**src/post_reset_config_pkg.sv**
```systemverilog
// Constants for the post-reset configuration register bank.
// Assumes a 32-bit classic Wishbone bus and a 10 MHz core clock.
package post_reset_config_pkg;

  // ****************************************************************
  // Register byte offsets
  // ****************************************************************
  localparam logic [7:0] GUARDED_OFS = 8'h00;
  localparam logic [7:0] ENDIAN_OFS = 8'h04;
  localparam logic [7:0] USER_OFS = 8'h08;
  localparam logic [7:0] ICC_OFS = 8'h0C;
  localparam logic [7:0] DCC_OFS = 8'h10;
  localparam logic [7:0] WPOL_OFS = 8'h14;
  localparam logic [7:0] VBASE_OFS = 8'h18;
  localparam logic [7:0] TCTL_OFS = 8'h1C;
  localparam logic [7:0] TSTAT_OFS = 8'h20;
  localparam logic [7:0] ITMR_OFS = 8'h24;
  localparam logic [7:0] TBLO_OFS = 8'h28;
  localparam logic [7:0] TBHI_OFS = 8'h2C;
  localparam logic [7:0] MSTATE_OFS = 8'h30;
  localparam logic [7:0] CMD_OFS = 8'h34;
  localparam logic [7:0] DINV_OFS = 8'h38;
  localparam logic [7:0] STAT_OFS = 8'h3C;

  // ****************************************************************
  // Reset values
  // ****************************************************************
  localparam logic [31:0] GUARDED_RST = 32'hFFFF_FFFF;
  localparam logic [31:0] ZERO_RST = 32'h0000_0000;
  localparam logic [31:0] FIRST_FETCH = 32'hFFFF_FFFC;

  // ****************************************************************
  // Field positions
  // ****************************************************************
  localparam int MST_CE_BIT = 17;
  localparam int MST_EE_BIT = 15;
  localparam int TMR_ITV_BIT = 0;
  localparam int TMR_FIT_BIT = 1;
  localparam int TB_FIT_BIT = 9;
  localparam int CMD_IFLASH_BIT = 0;
  localparam int STAT_ICLEAN_BIT = 0;
  localparam int STAT_DCLEAN_BIT = 1;
  localparam int STAT_RUN_BIT = 2;

  // ****************************************************************
  // Data cache geometry and timing
  // ****************************************************************
  localparam int DC_CLASSES = 256;
  localparam int DC_LINE_BYTES = 32;
  localparam int CLK_HZ = 10_000_000;
  localparam int TICK_HZ = 1_000_000;
  localparam int TICK_DIV = CLK_HZ / TICK_HZ;
  localparam int INIT_NS = 1_000;
  localparam int INIT_CYCLES = INIT_NS / 100;

  typedef enum logic {INIT_S, RUN_S} boot_state_t;

endpackage : post_reset_config_pkg

```
**src/post_reset_config_state.sv**
```systemverilog
// Post-reset configuration register bank for the processor core.
// Assumes a classic Wishbone master and synchronous core-side inputs.
//
// Overview of operation
// - every region is guarded after reset, blocking speculative fetch
// - guarded attribute register resets to all ones
// - all regions start big-endian until software sets endian bits
// - user-defined storage attributes reset disabled
// - icache content undefined at reset; invalidate before enabling
// - icache cacheability register clears on reset
// - write policy selects write-back per region, only where cacheable
// - dcache cacheability register clears on reset
// - internal exceptions are always enabled, never masked
// - vector prefix holds handler table base, loaded before enabling
// - timer exceptions deliverable once the external enable and the timer control enable are set
// - external exceptions enabled only by machine state enable bits
// - first fetch after hardware init is from the top word
// - cache-invalidate command flash-invalidates the whole icache
//
// Implementation choices: the Wishbone interface to the registers and the placing of the registers.
`timescale 1ns/100ps
module post_reset_config_state
  import post_reset_config_pkg::*;
(
  // Clock and reset
  input wire logic I_CLK_SYS,
  input wire logic I_RST_B,
  // Wishbone slave
  input wire logic I_WB_CYC,
  input wire logic I_WB_STB,
  input wire logic I_WB_WE,
  input wire logic [7:0] I_WB_ADR,
  input wire logic [3:0] I_WB_SEL,
  input wire logic [31:0] I_WB_DAT,
  output logic [31:0] O_WB_DAT,
  output logic O_WB_ACK,
  output logic O_WB_ERR,
  // Exception sources
  input wire logic I_INT_EXC,
  input wire logic I_CRIT_IRQ,
  input wire logic I_EXT_IRQ,
  // Core-side controls
  output logic [31:0] O_GUARDED,
  output logic [31:0] O_LITTLE_ENDIAN,
  output logic [31:0] O_USER_ATTR,
  output logic [31:0] O_ICACHEABLE,
  output logic [31:0] O_DCACHEABLE,
  output logic [31:0] O_DCACHE_WRITE_BACK,
  output logic [31:0] O_VECTOR_BASE,
  output logic O_INT_EXC,
  output logic O_CRIT_EXC,
  output logic O_NONCRIT_EXC,
  output logic O_ICACHE_FLASH_INV,
  output logic O_DCACHE_INV,
  output logic [31:0] O_DCACHE_INV_ADDR,
  output logic O_FETCH_REQ,
  output logic [31:0] O_FETCH_ADDR
);

  // ****************************************************************
  // Register state
  // ****************************************************************
  logic [31:0] guarded_q, guarded_d, endian_q, endian_d;
  logic [31:0] user_q, user_d, icc_q, icc_d, dcc_q, dcc_d;
  logic [31:0] wpol_q, wpol_d, vbase_q, vbase_d, tctl_q, tctl_d;
  logic [31:0] tstat_q, tstat_d, itmr_q, itmr_d, tblo_q, tblo_d;
  logic [31:0] tbhi_q, tbhi_d, mstate_q, mstate_d, rdat_q, rdat_d;
  logic [31:0] dinv_addr_q, dinv_addr_d;
  logic [8:0] dclass_q, dclass_d;
  logic [3:0] tick_cnt_q, tick_cnt_d;
  logic [3:0] init_cnt_q, init_cnt_d;
  logic ack_q, ack_d, err_q, err_d, iclean_q, iclean_d;
  logic iflash_q, iflash_d, dinv_q, dinv_d, fetch_q, fetch_d;
  boot_state_t state_q, state_d;

  logic req, wr, rd_hit, tick, itv_event, fit_event;
  logic [31:0] wmask, tb_next;

  assign req = I_WB_CYC && I_WB_STB && !ack_q && !err_q;
  assign wr = req && I_WB_WE;
  assign wmask = {{8{I_WB_SEL[3]}}, {8{I_WB_SEL[2]}},
                  {8{I_WB_SEL[1]}}, {8{I_WB_SEL[0]}}};
  assign tick = (tick_cnt_q == 4'(TICK_DIV - 1));
  assign tb_next = tblo_q + 32'h0000_0001;

  function automatic logic [31:0] merge(input logic [31:0] old,
                                        input logic [31:0] nw,
                                        input logic [31:0] m);
    merge = (old & ~m) | (nw & m);
  endfunction : merge

  // ****************************************************************
  // Next-state logic
  // ****************************************************************
  always_comb begin
    guarded_d = guarded_q;
    endian_d = endian_q;
    user_d = user_q;
    icc_d = icc_q;
    dcc_d = dcc_q;
    wpol_d = wpol_q;
    vbase_d = vbase_q;
    tctl_d = tctl_q;
    tstat_d = tstat_q;
    itmr_d = itmr_q;
    tblo_d = tblo_q;
    tbhi_d = tbhi_q;
    mstate_d = mstate_q;
    rdat_d = rdat_q;
    dinv_addr_d = dinv_addr_q;
    dclass_d = dclass_q;
    iclean_d = iclean_q;
    state_d = state_q;
    init_cnt_d = init_cnt_q;
    tick_cnt_d = tick ? 4'h0 : tick_cnt_q + 4'h1;
    iflash_d = 1'b0;
    dinv_d = 1'b0;
    fetch_d = 1'b0;
    itv_event = 1'b0;
    fit_event = 1'b0;
    ack_d = req;
    err_d = 1'b0;
    rd_hit = 1'b1;

    // Hardware init, then one fetch from the top word
    unique case (state_q)
      INIT_S: begin
        if (init_cnt_q == 4'(INIT_CYCLES - 1)) begin
          state_d = RUN_S;
          fetch_d = 1'b1;
        end else begin
          init_cnt_d = init_cnt_q + 4'h1;
        end
      end
      RUN_S: begin
      end
    endcase

    // Time base and interval timer run on the divided tick
    if (tick) begin
      tblo_d = tb_next;
      if (tb_next == ZERO_RST) begin
        tbhi_d = tbhi_q + 32'h0000_0001;
      end
      fit_event = tb_next[TB_FIT_BIT] && !tblo_q[TB_FIT_BIT];
      if (itmr_q != ZERO_RST) begin
        itmr_d = itmr_q - 32'h0000_0001;
        itv_event = (itmr_q == 32'h0000_0001);
      end
    end

    // Bus reads
    unique case (I_WB_ADR)
      GUARDED_OFS: rdat_d = guarded_q;
      ENDIAN_OFS: rdat_d = endian_q;
      USER_OFS: rdat_d = user_q;
      ICC_OFS: rdat_d = icc_q;
      DCC_OFS: rdat_d = dcc_q;
      WPOL_OFS: rdat_d = wpol_q;
      VBASE_OFS: rdat_d = vbase_q;
      TCTL_OFS: rdat_d = tctl_q;
      TSTAT_OFS: rdat_d = tstat_q;
      ITMR_OFS: rdat_d = itmr_q;
      TBLO_OFS: rdat_d = tblo_q;
      TBHI_OFS: rdat_d = tbhi_q;
      MSTATE_OFS: rdat_d = mstate_q;
      CMD_OFS: rdat_d = ZERO_RST;
      DINV_OFS: rdat_d = dinv_addr_q;
      STAT_OFS: begin
        rdat_d = ZERO_RST;
        rdat_d[STAT_ICLEAN_BIT] = iclean_q;
        rdat_d[STAT_DCLEAN_BIT] = (dclass_q == 9'(DC_CLASSES));
        rdat_d[STAT_RUN_BIT] = (state_q == RUN_S);
      end
      default: begin
        rdat_d = ZERO_RST;
        rd_hit = 1'b0;
      end
    endcase
    if (req && !rd_hit) begin
      ack_d = 1'b0;
      err_d = 1'b1;
    end

    // Bus writes; a software write wins over the timer count
    if (wr && rd_hit) begin
      unique case (I_WB_ADR)
        GUARDED_OFS: guarded_d = merge(guarded_q, I_WB_DAT, wmask);
        ENDIAN_OFS: endian_d = merge(endian_q, I_WB_DAT, wmask);
        USER_OFS: user_d = merge(user_q, I_WB_DAT, wmask);
        ICC_OFS: icc_d = merge(icc_q, I_WB_DAT, wmask);
        DCC_OFS: dcc_d = merge(dcc_q, I_WB_DAT, wmask);
        WPOL_OFS: wpol_d = merge(wpol_q, I_WB_DAT, wmask);
        VBASE_OFS: vbase_d = merge(vbase_q, I_WB_DAT, wmask);
        TCTL_OFS: tctl_d = merge(tctl_q, I_WB_DAT, wmask);
        TSTAT_OFS: tstat_d = tstat_q & ~(I_WB_DAT & wmask);
        ITMR_OFS: itmr_d = merge(itmr_q, I_WB_DAT, wmask);
        TBLO_OFS: tblo_d = merge(tblo_q, I_WB_DAT, wmask);
        TBHI_OFS: tbhi_d = merge(tbhi_q, I_WB_DAT, wmask);
        MSTATE_OFS: mstate_d = merge(mstate_q, I_WB_DAT, wmask);
        CMD_OFS: begin
          if (I_WB_SEL[0] && I_WB_DAT[CMD_IFLASH_BIT]) begin
            iflash_d = 1'b1;
            iclean_d = 1'b1;
          end
        end
        DINV_OFS: begin
          dinv_addr_d = I_WB_DAT;
          dinv_d = 1'b1;
          // Clean only after every class is visited in order
          if (dclass_q != 9'(DC_CLASSES) && I_WB_DAT ==
              32'(dclass_q) * 32'(DC_LINE_BYTES)) begin
            dclass_d = dclass_q + 9'h001;
          end
        end
        default: begin
        end
      endcase
    end

    // Timer flags are sticky; an event beats a same-cycle clear
    if (itv_event) begin
      tstat_d[TMR_ITV_BIT] = 1'b1;
    end
    if (fit_event) begin
      tstat_d[TMR_FIT_BIT] = 1'b1;
    end
  end

  // ****************************************************************
  // State registers
  // ****************************************************************
  always_ff @(posedge I_CLK_SYS or negedge I_RST_B) begin
    if (!I_RST_B) begin
      guarded_q <= GUARDED_RST;
      endian_q <= ZERO_RST;
      user_q <= ZERO_RST;
      icc_q <= ZERO_RST;
      dcc_q <= ZERO_RST;
      wpol_q <= ZERO_RST;
      vbase_q <= ZERO_RST;
      tctl_q <= ZERO_RST;
      tstat_q <= ZERO_RST;
      itmr_q <= ZERO_RST;
      tblo_q <= ZERO_RST;
      tbhi_q <= ZERO_RST;
      mstate_q <= ZERO_RST;
      rdat_q <= ZERO_RST;
      dinv_addr_q <= ZERO_RST;
      dclass_q <= 9'h000;
      tick_cnt_q <= 4'h0;
      init_cnt_q <= 4'h0;
      ack_q <= 1'b0;
      err_q <= 1'b0;
      iclean_q <= 1'b0;
      iflash_q <= 1'b0;
      dinv_q <= 1'b0;
      fetch_q <= 1'b0;
      state_q <= INIT_S;
    end else begin
      guarded_q <= guarded_d;
      endian_q <= endian_d;
      user_q <= user_d;
      icc_q <= icc_d;
      dcc_q <= dcc_d;
      wpol_q <= wpol_d;
      vbase_q <= vbase_d;
      tctl_q <= tctl_d;
      tstat_q <= tstat_d;
      itmr_q <= itmr_d;
      tblo_q <= tblo_d;
      tbhi_q <= tbhi_d;
      mstate_q <= mstate_d;
      rdat_q <= rdat_d;
      dinv_addr_q <= dinv_addr_d;
      dclass_q <= dclass_d;
      tick_cnt_q <= tick_cnt_d;
      init_cnt_q <= init_cnt_d;
      ack_q <= ack_d;
      err_q <= err_d;
      iclean_q <= iclean_d;
      iflash_q <= iflash_d;
      dinv_q <= dinv_d;
      fetch_q <= fetch_d;
      state_q <= state_d;
    end
  end

  // ****************************************************************
  // Outputs
  // ****************************************************************
  assign O_WB_DAT = rdat_q;
  assign O_WB_ACK = ack_q;
  assign O_WB_ERR = err_q;
  assign O_GUARDED = guarded_q;
  assign O_LITTLE_ENDIAN = endian_q;
  assign O_USER_ATTR = user_q;
  assign O_ICACHEABLE = icc_q;
  assign O_DCACHEABLE = dcc_q;
  assign O_DCACHE_WRITE_BACK = wpol_q & dcc_q;
  assign O_VECTOR_BASE = vbase_q;
  // Internal exceptions bypass every enable
  assign O_INT_EXC = I_INT_EXC;
  assign O_CRIT_EXC = I_CRIT_IRQ && mstate_q[MST_CE_BIT];
  assign O_NONCRIT_EXC = mstate_q[MST_EE_BIT] && (I_EXT_IRQ ||
                         |(tstat_q & tctl_q));
  assign O_ICACHE_FLASH_INV = iflash_q;
  assign O_DCACHE_INV = dinv_q;
  assign O_DCACHE_INV_ADDR = dinv_addr_q;
  assign O_FETCH_REQ = fetch_q;
  assign O_FETCH_ADDR = FIRST_FETCH;
endmodule : post_reset_config_state

```
**config.mk**
```make
export PLATFORM = sky130hd
export DESIGN_NAME = post_reset_config_state
export DESIGN_NICKNAME = d
export VERILOG_FILES = /design/src/post_reset_config_pkg.sv /design/src/post_reset_config_state.sv
export SDC_FILE = /design/constraint.sdc
export NUM_CORES = 1
export LEC_CHECK = 0
export BUFFER_PORTS_ARGS = -buffer_cell sky130_fd_sc_hd__buf_2
export CAP_MARGIN = 20
export CORE_AREA = 2 2 227 229
export CTS_BUF_LIST = sky130_fd_sc_hd__clkbuf_8
export DETAILED_ROUTE_END_ITERATION = 7
export DIE_AREA = 0 0 229 231
export PLACE_DENSITY = 0.7
export SLEW_MARGIN = 20
export SYNTH_ARGS = -nofsm -noshare
export SYNTH_HDL_FRONTEND = slang
export SYNTH_SLANG_ARGS = --single-unit
```
**constraint.sdc**
```tcl
create_clock -name I_CLK_SYS -period 3.9 [get_ports I_CLK_SYS]
set_input_delay 0.975 -clock I_CLK_SYS [delete_from_list [all_inputs] [get_ports I_CLK_SYS]]
set_output_delay 0.975 -clock I_CLK_SYS [all_outputs]
set_load 0.1 [all_outputs]
```
# Word-level counts from Yosys, hierarchy flattened
# Index checks and enable logic that the tools add are counted.
[classes] n_eq_ne=21 add_sub_neg=6 n_reduce_logical=41 n_bitwise=32 n_mux=31
[ops] op="$and 32x32->32" n=16
[ops] op="$pmux 32 s15" n=1
[ops] op="$or 32x32->32" n=12
[ops] op="$mux 32" n=11
[ops] op="$add 32x1->32 const B" n=2
[ops] op="$eq 8x6->1 const B" n=8
[ops] op="$not 32->32" n=2
[ops] op="$eq 32x1->1 const B" n=1
[ops] op="$eq 32x14->1" n=1
[ops] op="$eq 8x5->1 const B" n=4
[ops] op="$logic_not 32->1" n=1
[ops] op="$reduce_bool 32->1" n=1
[ops] op="$reduce_or 32->1" n=1
[ops] op="$sub 32x1->32 const B" n=1
[ops] op="$reduce_and 2->1" n=14
[ops] op="$eq 8x4->1 const B" n=2
[ops] op="$mux 1" n=16
[ops] op="$reduce_or 16->1" n=1
[ops] op="$logic_and 1x1->1" n=11
[ops] op="$add 9x1->9 const B" n=1
[ops] op="$eq 9x9->1 const B" n=1
[ops] op="$ne 9x9->1 const B" n=1
[ops] op="$add 4x1->4 const B" n=2
[ops] op="$eq 4x4->1 const B" n=2
[ops] op="other kinds (9)" n=18
[word_totals] out_inout_bits=328 input_bits=52 register_bits=504 wordCells=158

# Depth between registers and ports, before layout
# Gate-level depths: netlist (run 1).
[depth] depth_word=7 depth_mapped=13 mapped_depth_nobuf=10

# Worst setup path after synthesis (run 1)
# No wires, ideal clock.
[synth_timing] path_type="input -> register" startpoint="input I_WB_ADR[1]" endpoint="register dclass_q[3]" slack_ps=661 path_stages=9 arrival_time_ps=3114 n_path_buf=2 required_ps=3775 cell_sequence="nor4_1 and3_1 clkbuf_1 and3_1 clkbuf_1 nand3_1 nor3_1 nand4_1 xnor2_1"
[synth_between] elab_chain_cells=5
[synth_lines] item="from (decl)" line="post_reset_config_state.sv:32" source="input wire logic [7:0] I_WB_ADR,"
[synth_lines] item="$eq 8x6->1, or another cell as far along" line="post_reset_config_state.sv:153, post_reset_config_state.sv:187"
[synth_lines] item="$reduce_or 16->1 (no source line)"
[synth_lines] item="$mux 1" line="post_reset_config_state.sv:153" source="unique case (I_WB_ADR)"
[synth_lines] item="$logic_and 1x1->1" line="post_reset_config_state.sv:186" source="if (wr && rd_hit) begin"
[synth_lines] item="$reduce_and 3->1 (no source line) *"
[synth_lines] item="to (signal assigned)" line="post_reset_config_state.sv:276" source="dclass_q <= dclass_d;"
[synth_lines] item="to (decl)" line="post_reset_config_state.sv:69" source="logic [8:0] dclass_q, dclass_d;"
# Every way passes the cells marked *; elsewhere a longest branch is shown, timed or not.
# A chain may end at the register's enable or synchronous reset.

==> results.toml, run 1 <==
[drt]
vias = 22575
detailroute.wirelength.met3_mm = 10.1
route.final.wire_length_mm = 101
drt_iter0_markers = 2808
routed_wire_length_per_instance_um = 29.3
uppermost_routed_layer = "met5"
detail_route.drc_violations = 0
m1WireLength_mm = 40.5
wl_met2_mm = 45.1
route.antenna.remaining_nets = 0
via_per_inst = 6.59
detail_route.first_pass.iterations = 6

[hold_path]
min-delay-path-class = "input pin to asynchronous set/reset pin"

[floorplanning]
dieWidth_um = 229
initial_core_util_pct = 49.4
floorplan.io_pins = 380
dieArea_um2 = 52900
design.core.area_um2 = 50700
floorplan.rows = 83
chipHeight_um = 231

[finish]
finalInstanceArea_um2 = 29900
layout-drive-gt1-share_pct = 36.3
final_cell_mix = "dfrtp_1 (472), buf_2 (344), mux2_2 (322), nor2_1 (175), nand2_1 (141)"
area_growth_pct = 19.4
fin_nets = 2734
final_common_cell = "dfrtp_1"

[grt]
grt_first_pass_wirelength_mm = 147
globalRoute.totalOverflow = 0
grtUsageTotal_pct = 37.5
grt_max_degree = 111
initial_antenna_violation_count = 7
grt_pass1_vias = 22097

[clock_network]
cts_resized = 0
holdBufCountCts = 0
cts_setup_buffers = 0
clock-sinks = 504
tritoncts = "done"
cts-buffers-inserted = 87
h_tree_levels = 3
clock_path_buffers = 3
clock-root-buffer = "clkbuf_8"
clock_pin_slew_of_the_registers_on_the_worst_case_setup_and_hold_paths_ns = 0.06
clkLatencyLatePin_ns = 0.71

[synthesis]
synth_warnings = 0
synthArstFlopShare_pct = 100
synthesis.area_um2 = 25000
seq_area_frac_synth_pct = 50.6
synthDominantCellAreaShare_pct = 47.2
ys_top_cells_by_area = "dfrtp_1 (47%), mux2_2 (14%), a22oi_1 (4.1%), dfstp_2 (3.4%), nor2_1 (2.8%)"
count_of_distinct_cell_types_in_the_synthesized_netlist = 83
syn_area_per_cell_um2 = 11.1
synth_seq_cells = 504
synthFlopType = "dfrtp_1"
synth_edf_count = 0
yosys.area.top_type = "dfrtp_1"
syn-instance-count = 2263

[timing]
slew_headroom_pct = 27.3
finalWorstPathRequiredPeriod_ns = 3.89
hold_viol_final = 0
final.setup.tns_ns = 0
final_max_slew_viol_count = 0
skew_ns = 0.0401
timing.fmax_ghz = 0.257
rsz0062_at_grt = "no"
worst-slew-pin-transition_ns = 1.08
period_share_pct = 99.7
setup-violations-final = 0

[worst_setup_path]
timing.critical_path.required_ns = 2.92
timing.critical_path.slowest_cell_delay_ns = 0.46
cp_num_buf_inv = 1
worst_ep_arrival_time_ns = 2.91
start_kind = "register"
crit_chain = "a22o_1 > a221oi_1 > nand4_1 > o31a_1 > buf_2"
worst-path-max-fanout = 3
critical_path.endpoint_type = "output pin"
timing_worst_setup_path_type = "register to output pin"
cp_top_family = "compound AO/OA/AOI/OAI gates"
critical-path-slowest-cell = "dfrtp_1"

[pwr]
p_leak_nw = 14.6
power_density_nw_per_um2 = 356
power.ir.vdd_worst_mv = 0.264

[job]
drv.max_cap_violation_count = 0

[place]
finalWeightedCongestion = 0.968
buffer_ports.inserted = 345
postPlaceCellArea_um2 = 28100
dpl.hpwl_mm = 71.7

[status]
status = "completed"
[worst reg2reg max path, cell delays in order (launching register included)]
cell and delay, ns:
dfrtp_1 0.53, ha_1 0.41, nand4_4 0.19, nor3_2 0.42, o211ai_1 0.20, a222oi_1 0.37
and4_1 0.36, and4_1 0.64, a21oi_1 0.15, a211o_1 0.28
[cell families (layout without fill, tap and decap cells)]
group                      count (synthesis)  after routing  synth area share (%)
muxes                                    329            329                  14.8
AOI/OAI and AO/OA                        505            505                  15.2
and+or+nand+nor                          690            690                  14.3
adders and majority gates                 10             10                 0.500
other                                      2             36                0.0300
DFF                                      504            504                  50.6
xor gates and xnor gates                  30             30                  1.05
buffers and inverters                    193            643                  3.54
[Yosys cell counts, types with 8 or more instances]
master	instances
o21ai_0	33
a221oi_1	65
buf_2	13
dfrtp_1	472
a22oi_1	136
a22o_1	37
clkbuf_1	109
and2_1	51
inv_1	22
a221o_1	9
or3_1	11
nand2_1	141
or4_1	11
o211ai_1	18
nor3_1	42
xor2_1	9
nor2_1	188
nand2b_1	9
dfstp_2	32
a211oi_1	18
nor2b_1	9
a21boi_0	31
o22ai_1	12
ha_1	10
xnor2_1	21
buf_1	9
nor4_1	26
nand3_1	48
mux2_2	322
a21oi_1	58
and4_1	8
buf_4	38
nand4_1	67
and3_1	34
a311oi_1	11
[stage by stage]
| step | utilization [%] | std cells | power (mW) | setup WS, ns | hold WS, ns |
|---|---|---|---|---|---|
| after CTS | 58.9 | 3423 | 10.6 | 0.00236 | 0.301 |
| final | 58.9 | 3427 | 10.6 | 0.0135 | 0.273 |
| after global routing | 58.9 | 3425 | 10.9 | 0.0142 | 0.305 |
| after global placement | 55.4 | 3263 | 5.83 | 0.358 | 0.464 |
| after floorplan | - | 2293 | 5.59 | 0.661 | 0.441 |
| after detailed placement | 55.4 | 3263 | 5.83 | 0.313 | 0.465 |
[metal layers]
layer  up-vias  global-route usage [%]
li1       9338                       -
met1     11561                    51.9
met2      1385                    56.4
met3       287                    8.84
met4         4                    16.5
met5         -                       0
[area by class of cell]
class,count,area (µm²)
tap,680,851
clock buffer,109,1500
multi-input combinational,1596,11700
timing repair buffer,461,2820
clock inverter,51,262
antenna,4,10.0
inverter,22,82.6
fill,4328,20800
sequential,504,12700
[path summary, 6_finish.rpt]
path / slack, ns / startpoint / cells past startpoint / end
max: 0.01 / register / 5 / O_NONCRIT_EXC
min: 0.27 / I_RST_B / 1 / asynchronous set/reset pin
max reg2reg: 0.26 / register / 9 / register
min reg2reg: 0.47 / init_cnt_q[3]$_DFFE_PN0P_ / 1 / init_cnt_q[3]$_DFFE_PN0P_
max in group asynchronous: 2.57 / I_RST_B / 2 / asynchronous set/reset pin
min in group I_CLK_SYS: 0.47 / init_cnt_q[3]$_DFFE_PN0P_ / 1 / init_cnt_q[3]$_DFFE_PN0P_
[power breakdown]
group          switching, mW  internal, mW
Combinational          0.442        0.0605
Sequential           0.00545          5.24
Clock                   2.34          2.54
(Power assumes the default switching activity.)
==> inputs of run 2 (changes only) <==
--- a/config.mk
+++ b/config.mk
@@ -11,7 +11,7 @@
 export CTS_BUF_LIST = sky130_fd_sc_hd__clkbuf_8
 export DETAILED_ROUTE_END_ITERATION = 7
 export DIE_AREA = 0 0 229 231
-export PLACE_DENSITY = 0.7
+export PLACE_DENSITY = 0.79
 export SLEW_MARGIN = 20
 export SYNTH_ARGS = -nofsm -noshare
 export SYNTH_HDL_FRONTEND = slang
==> results.toml, run 2 (synthesis gave the netlist of run 1 again) <==
[drt]
route.final.wire_length_mm = 99.5
vias = 22760
via_per_inst = 6.66
routed_wire_length_per_instance_um = 29.1
detail_route.first_pass.iterations = 6
drt_iter0_markers = 3052
route.antenna.remaining_nets = 0
detail_route.drc_violations = 0

[clock_network]
clock_path_buffers = 3
clkLatencyLatePin_ns = 0.69
clock-sinks = 504
clock_pin_slew_of_the_registers_on_the_worst_case_setup_and_hold_paths_ns = 0.07
h_tree_levels = 3
cts-buffers-inserted = 84
tritoncts = "done"
clock-root-buffer = "clkbuf_8"
cts_setup_buffers = 0
cts_resized = 0
holdBufCountCts = 0

[finish]
area_growth_pct = 19.7
final_cell_mix = "dfrtp_1 (472), buf_2 (344), mux2_2 (322), nor2_1 (175), nand2_1 (141)"
layout-drive-gt1-share_pct = 36.5
number_of_fill_cells = 4189
fin_nets = 2730
final_common_cell = "dfrtp_1"

[grt]
grt_pass1_vias = 22364
grt_first_pass_wirelength_mm = 147
initial_antenna_violation_count = 4
grt_max_degree = 104
globalRoute.totalOverflow = 0
grtUsageTotal_pct = 37.2

[hold_path]
min-delay-path-class = "input pin to asynchronous set/reset pin"

[pwr]
fin_total_pwr_mw = 10.9
power_density_nw_per_um2 = 364
p_leak_nw = 14.7
power.ir.vdd_worst_mv = 0.305

[timing]
period_share_pct = 99.0
setup-violations-final = 0
timing.fmax_ghz = 0.259
finalWorstPathRequiredPeriod_ns = 3.86
final_max_slew_viol_count = 0
hold_viol_final = 0
slew_headroom_pct = 36.9
final.setup.tns_ns = 0
skew_ns = 0.0448
rsz0062_at_grt = "no"
worst-slew-pin-transition_ns = 0.947

[worst_setup_path]
critical_path.endpoint_type = "output pin"
worst_ep_arrival_time_ns = 2.89
start_kind = "register"
timing.critical_path.required_ns = 2.92
reg2reg_setup_slack_ns = 0.18
worst-path-max-fanout = 3
ff2ff_path_depth = 9
timing_worst_setup_path_type = "register to output pin"

[floorplanning]
floorplan.io_pins = 380
design.core.area_um2 = 50700
dieArea_um2 = 52900
chipHeight_um = 231
dieWidth_um = 229
initial_core_util_pct = 49.4
floorplan.rows = 83

[place]
dpl.hpwl_mm = 70.3
finalWeightedCongestion = 1.01
buffer_ports.inserted = 345

[job]
drv.max_cap_violation_count = 0

[status]
status = "completed"
[run 2: final cells by class]
cell class | instances | area (µm²) | area share (%)
inverters | 22 | 82.6 | 0.276
repair buffers | 460 | 2830 | 9.43
well taps | 680 | 851 | 2.84
diodes | 2 | 5.00 | 0.0167
clock inverters | 39 | 285 | 0.953
flip-flops and latches | 504 | 12700 | 42.2
clock buffers | 114 | 1570 | 5.24
multi-input cells | 1596 | 11700 | 39.0
[run 2: worst max-delay path: stages, from the launching register on]
cell and delay [ns]:
dfrtp_1 0.46, a22o_1 0.32, a221oi_1 0.26, nand4_1 0.40, o31a_1 0.46, buf_2 0.31
[run 2: layer usage]
layer	vias to the layer above	global-route usage, %	part of all wire, %
met5	-	0	0.019
met2	1620	55.3	44
met3	332	9.19	12
met4	4	19.8	5.3
met1	11476	50.4	38
li1	9328	-	-
[run 2: worst max-delay path by stage]
stage | cells after the start | from | slack (ns) | end
finish | 5 | register | 0.04 | O_NONCRIT_EXC
detailed placement | 9 | register | 0.32 | register
global route | 5 | register | 0.01 | O_NONCRIT_EXC
global placement | 8 | register | 0.36 | register
floorplan | 9 | I_WB_ADR[1] | 0.66 | dclass_q[3]$_DFFE_PN0P_
CTS | 5 | register | 0.06 | O_NONCRIT_EXC
[run 2: per-stage QoR]
stage / util [%] / instance area (µm²) / hold slack, ns / instances / worst slack, ns
after CTS: 59.1 / 29900 / 0.397 / 3415 / 0.0576
after detailed placement: 55.4 / 28100 / 0.464 / 3262 / 0.321
after global routing: 59.1 / 29900 / 0.468 / 3416 / 0.0142
after floorplan: - / 25100 / 0.441 / 2293 / 0.661
after global placement: 55.4 / 28100 / 0.454 / 3262 / 0.358
final: 59.1 / 29900 / 0.399 / 3417 / 0.0391
[run 2: power breakdown]
group,switching [mW],internal [mW]
Sequential,0.00584,5.24
Clock,2.27,2.88
Combinational,0.438,0.0701
==> inputs of run 3 (changes only) <==
==> constraint.sdc (replaced) <==
create_clock -name I_CLK_SYS -period 3.9 [get_ports I_CLK_SYS]
set_input_delay 0.78 -clock I_CLK_SYS [delete_from_list [all_inputs] [get_ports I_CLK_SYS]]
set_output_delay 0.78 -clock I_CLK_SYS [all_outputs]
set_load 0.1 [all_outputs]
==> results.toml, run 3 (synthesis gave the netlist of run 1 again) <==
[grt]
globalRoute.totalOverflow = 0
globalRoute.busiestLayer = "met2"
initial_antenna_violation_count = 5
grt_util_met2_pct = 54.7
grt_use_met3_pct = 10.5
grt_max_degree = 96
grt_use_met1_pct = 48.3
grtUsageTotal_pct = 36.5
grt_pass1_vias = 22419
grt_first_pass_wirelength_mm = 145

[worst_setup_path]
ff2ff_path_depth = 8
cp_top_family = "simple AND/OR/NAND/NOR gates"
critical-path-slowest-cell = "or4_1"
critical_path.endpoint_type = "register"
worst_path_most_repeated_cell = "and4_1"
timing.critical_path.slowest_cell_delay_ns = 0.62
cp_num_buf_inv = 0
reg2reg_setup_slack_ns = 0.14
worst_ep_arrival_time_ns = 4.35
crit_chain = "and4_1 > nand4_2 > or4_1 > xor2_1 > and4_1 > nand4_1 > or2_2 > and3b_1"
worst-path-max-fanout = 10
timing.critical_path.required_ns = 4.48
timing_worst_setup_path_type = "register to register"
start_kind = "register"

[drt]
vias = 22602
route.final.wire_length_mm = 98.1
route.antenna.remaining_nets = 0
detail_route.first_pass.iterations = 6
drt_iter0_markers = 2802
routed_wire_length_per_instance_um = 28.7
via_per_inst = 6.62
detail_route.drc_violations = 0

[floorplanning]
floorplan.rows = 83
dieWidth_um = 229
floorplan.io_pins = 380
chipHeight_um = 231
initial_core_util_pct = 49.4
dieArea_um2 = 52900
design.core.area_um2 = 50700

[timing]
final_max_slew_viol_count = 0
setup-violations-final = 0
finalWorstPathRequiredPeriod_ns = 3.76
rsz0062_at_grt = "no"
worst-slew-pin-transition_ns = 1.05
final.setup.tns_ns = 0
hold_viol_final = 0
timing.fmax_ghz = 0.266
period_share_pct = 96.5
skew_ns = 0.0420
slew_headroom_pct = 29.3

[place]
buffer_ports.inserted = 345
postPlaceCellArea_um2 = 28000
dpl.hpwl_mm = 69.7
finalWeightedCongestion = 0.982
placed_cells = 3258

[pwr]
power_density_nw_per_um2 = 355
power.ir.vdd_worst_mv = 0.280
p_leak_nw = 14.6

[clock_network]
clock-sinks = 504
clock_pin_slew_of_the_registers_on_the_worst_case_setup_and_hold_paths_ns = 0.07
cts_resized = 0
holdBufCountCts = 0
h_tree_levels = 3
tritoncts = "done"
cts_setup_buffers = 0
clkLatencyLatePin_ns = 0.72
cts-buffers-inserted = 83
clock-root-buffer = "clkbuf_8"
clock_path_buffers = 3

[job]
drv.max_cap_violation_count = 0

[finish]
fin_nets = 2725
final_cell_mix = "dfrtp_1 (472), buf_2 (344), mux2_2 (322), nor2_1 (175), nand2_1 (141)"
stdcell_count = 3413
layout-drive-gt1-share_pct = 36.1
number_of_fill_cells = 4258
finalInstanceArea_um2 = 29700
multi_input_area_um2 = 11700
area_growth_pct = 18.6
final_common_cell = "dfrtp_1"
ff_latch_area_um2 = 12700

[hold_path]
min-delay-path-class = "input pin to asynchronous set/reset pin"

[status]
status = "completed"
## run 3: stage by stage
step	utilization (%)	power, mW	setup slack, ns	hold WS, ns
detailed placement	55.2	5.81	0.257	0.459
global placement	55.2	5.81	0.287	0.453
global route	58.5	10.8	0.00464	0.170
finish	58.5	10.5	0.138	0.118
CTS	58.5	10.5	0.167	0.167
floorplan	-	5.59	0.817	0.441
## run 3: how the worst max path moves through the flow
stage | from | end | slack, ns | depth (start not counted)
6_report | register | register | 0.14 | 8
5_1_grt | register | register | 0.005 | 9
2_1_floorplan | O_WB_ERR$_DFF_PN0_ | dclass_q[3]$_DFFE_PN0P_ | 0.82 | 9
4_1_cts | register | O_NONCRIT_EXC | 0.17 | 5
3_5_place_dp | register | register | 0.26 | 8
3_3_place_gp | register | register | 0.29 | 8
## run 3: cell type report
class	instances	area share [%]
well taps	680	2.87
repair buffers	456	9.13
clock buffers	104	4.82
multi-input cells	1596	39.4
inverters	22	0.278
clock inverters	48	0.886
flip-flops and latches	504	42.6
diodes	3	0.0253
## run 3: where the power goes
part	switching [mW]	leakage [nW]	internal (mW)	total, mW
clock	2.31	0.993	2.49	4.80
sequential	0.00562	6.71	5.24	5.24
combinational	0.427	6.86	0.0574	0.484
total	2.74	14.6	7.79	10.5
## run 3: per-layer routing
metal / vias to the layer above / wire length [µm] / share of wire (%)
met5: - / 13 / 0.013
met4: 2 / 5240 / 5.3
met3: 350 / 11800 / 12
met2: 1640 / 43800 / 45
met1: 11287 / 37300 / 38
li1: 9323 / - / -
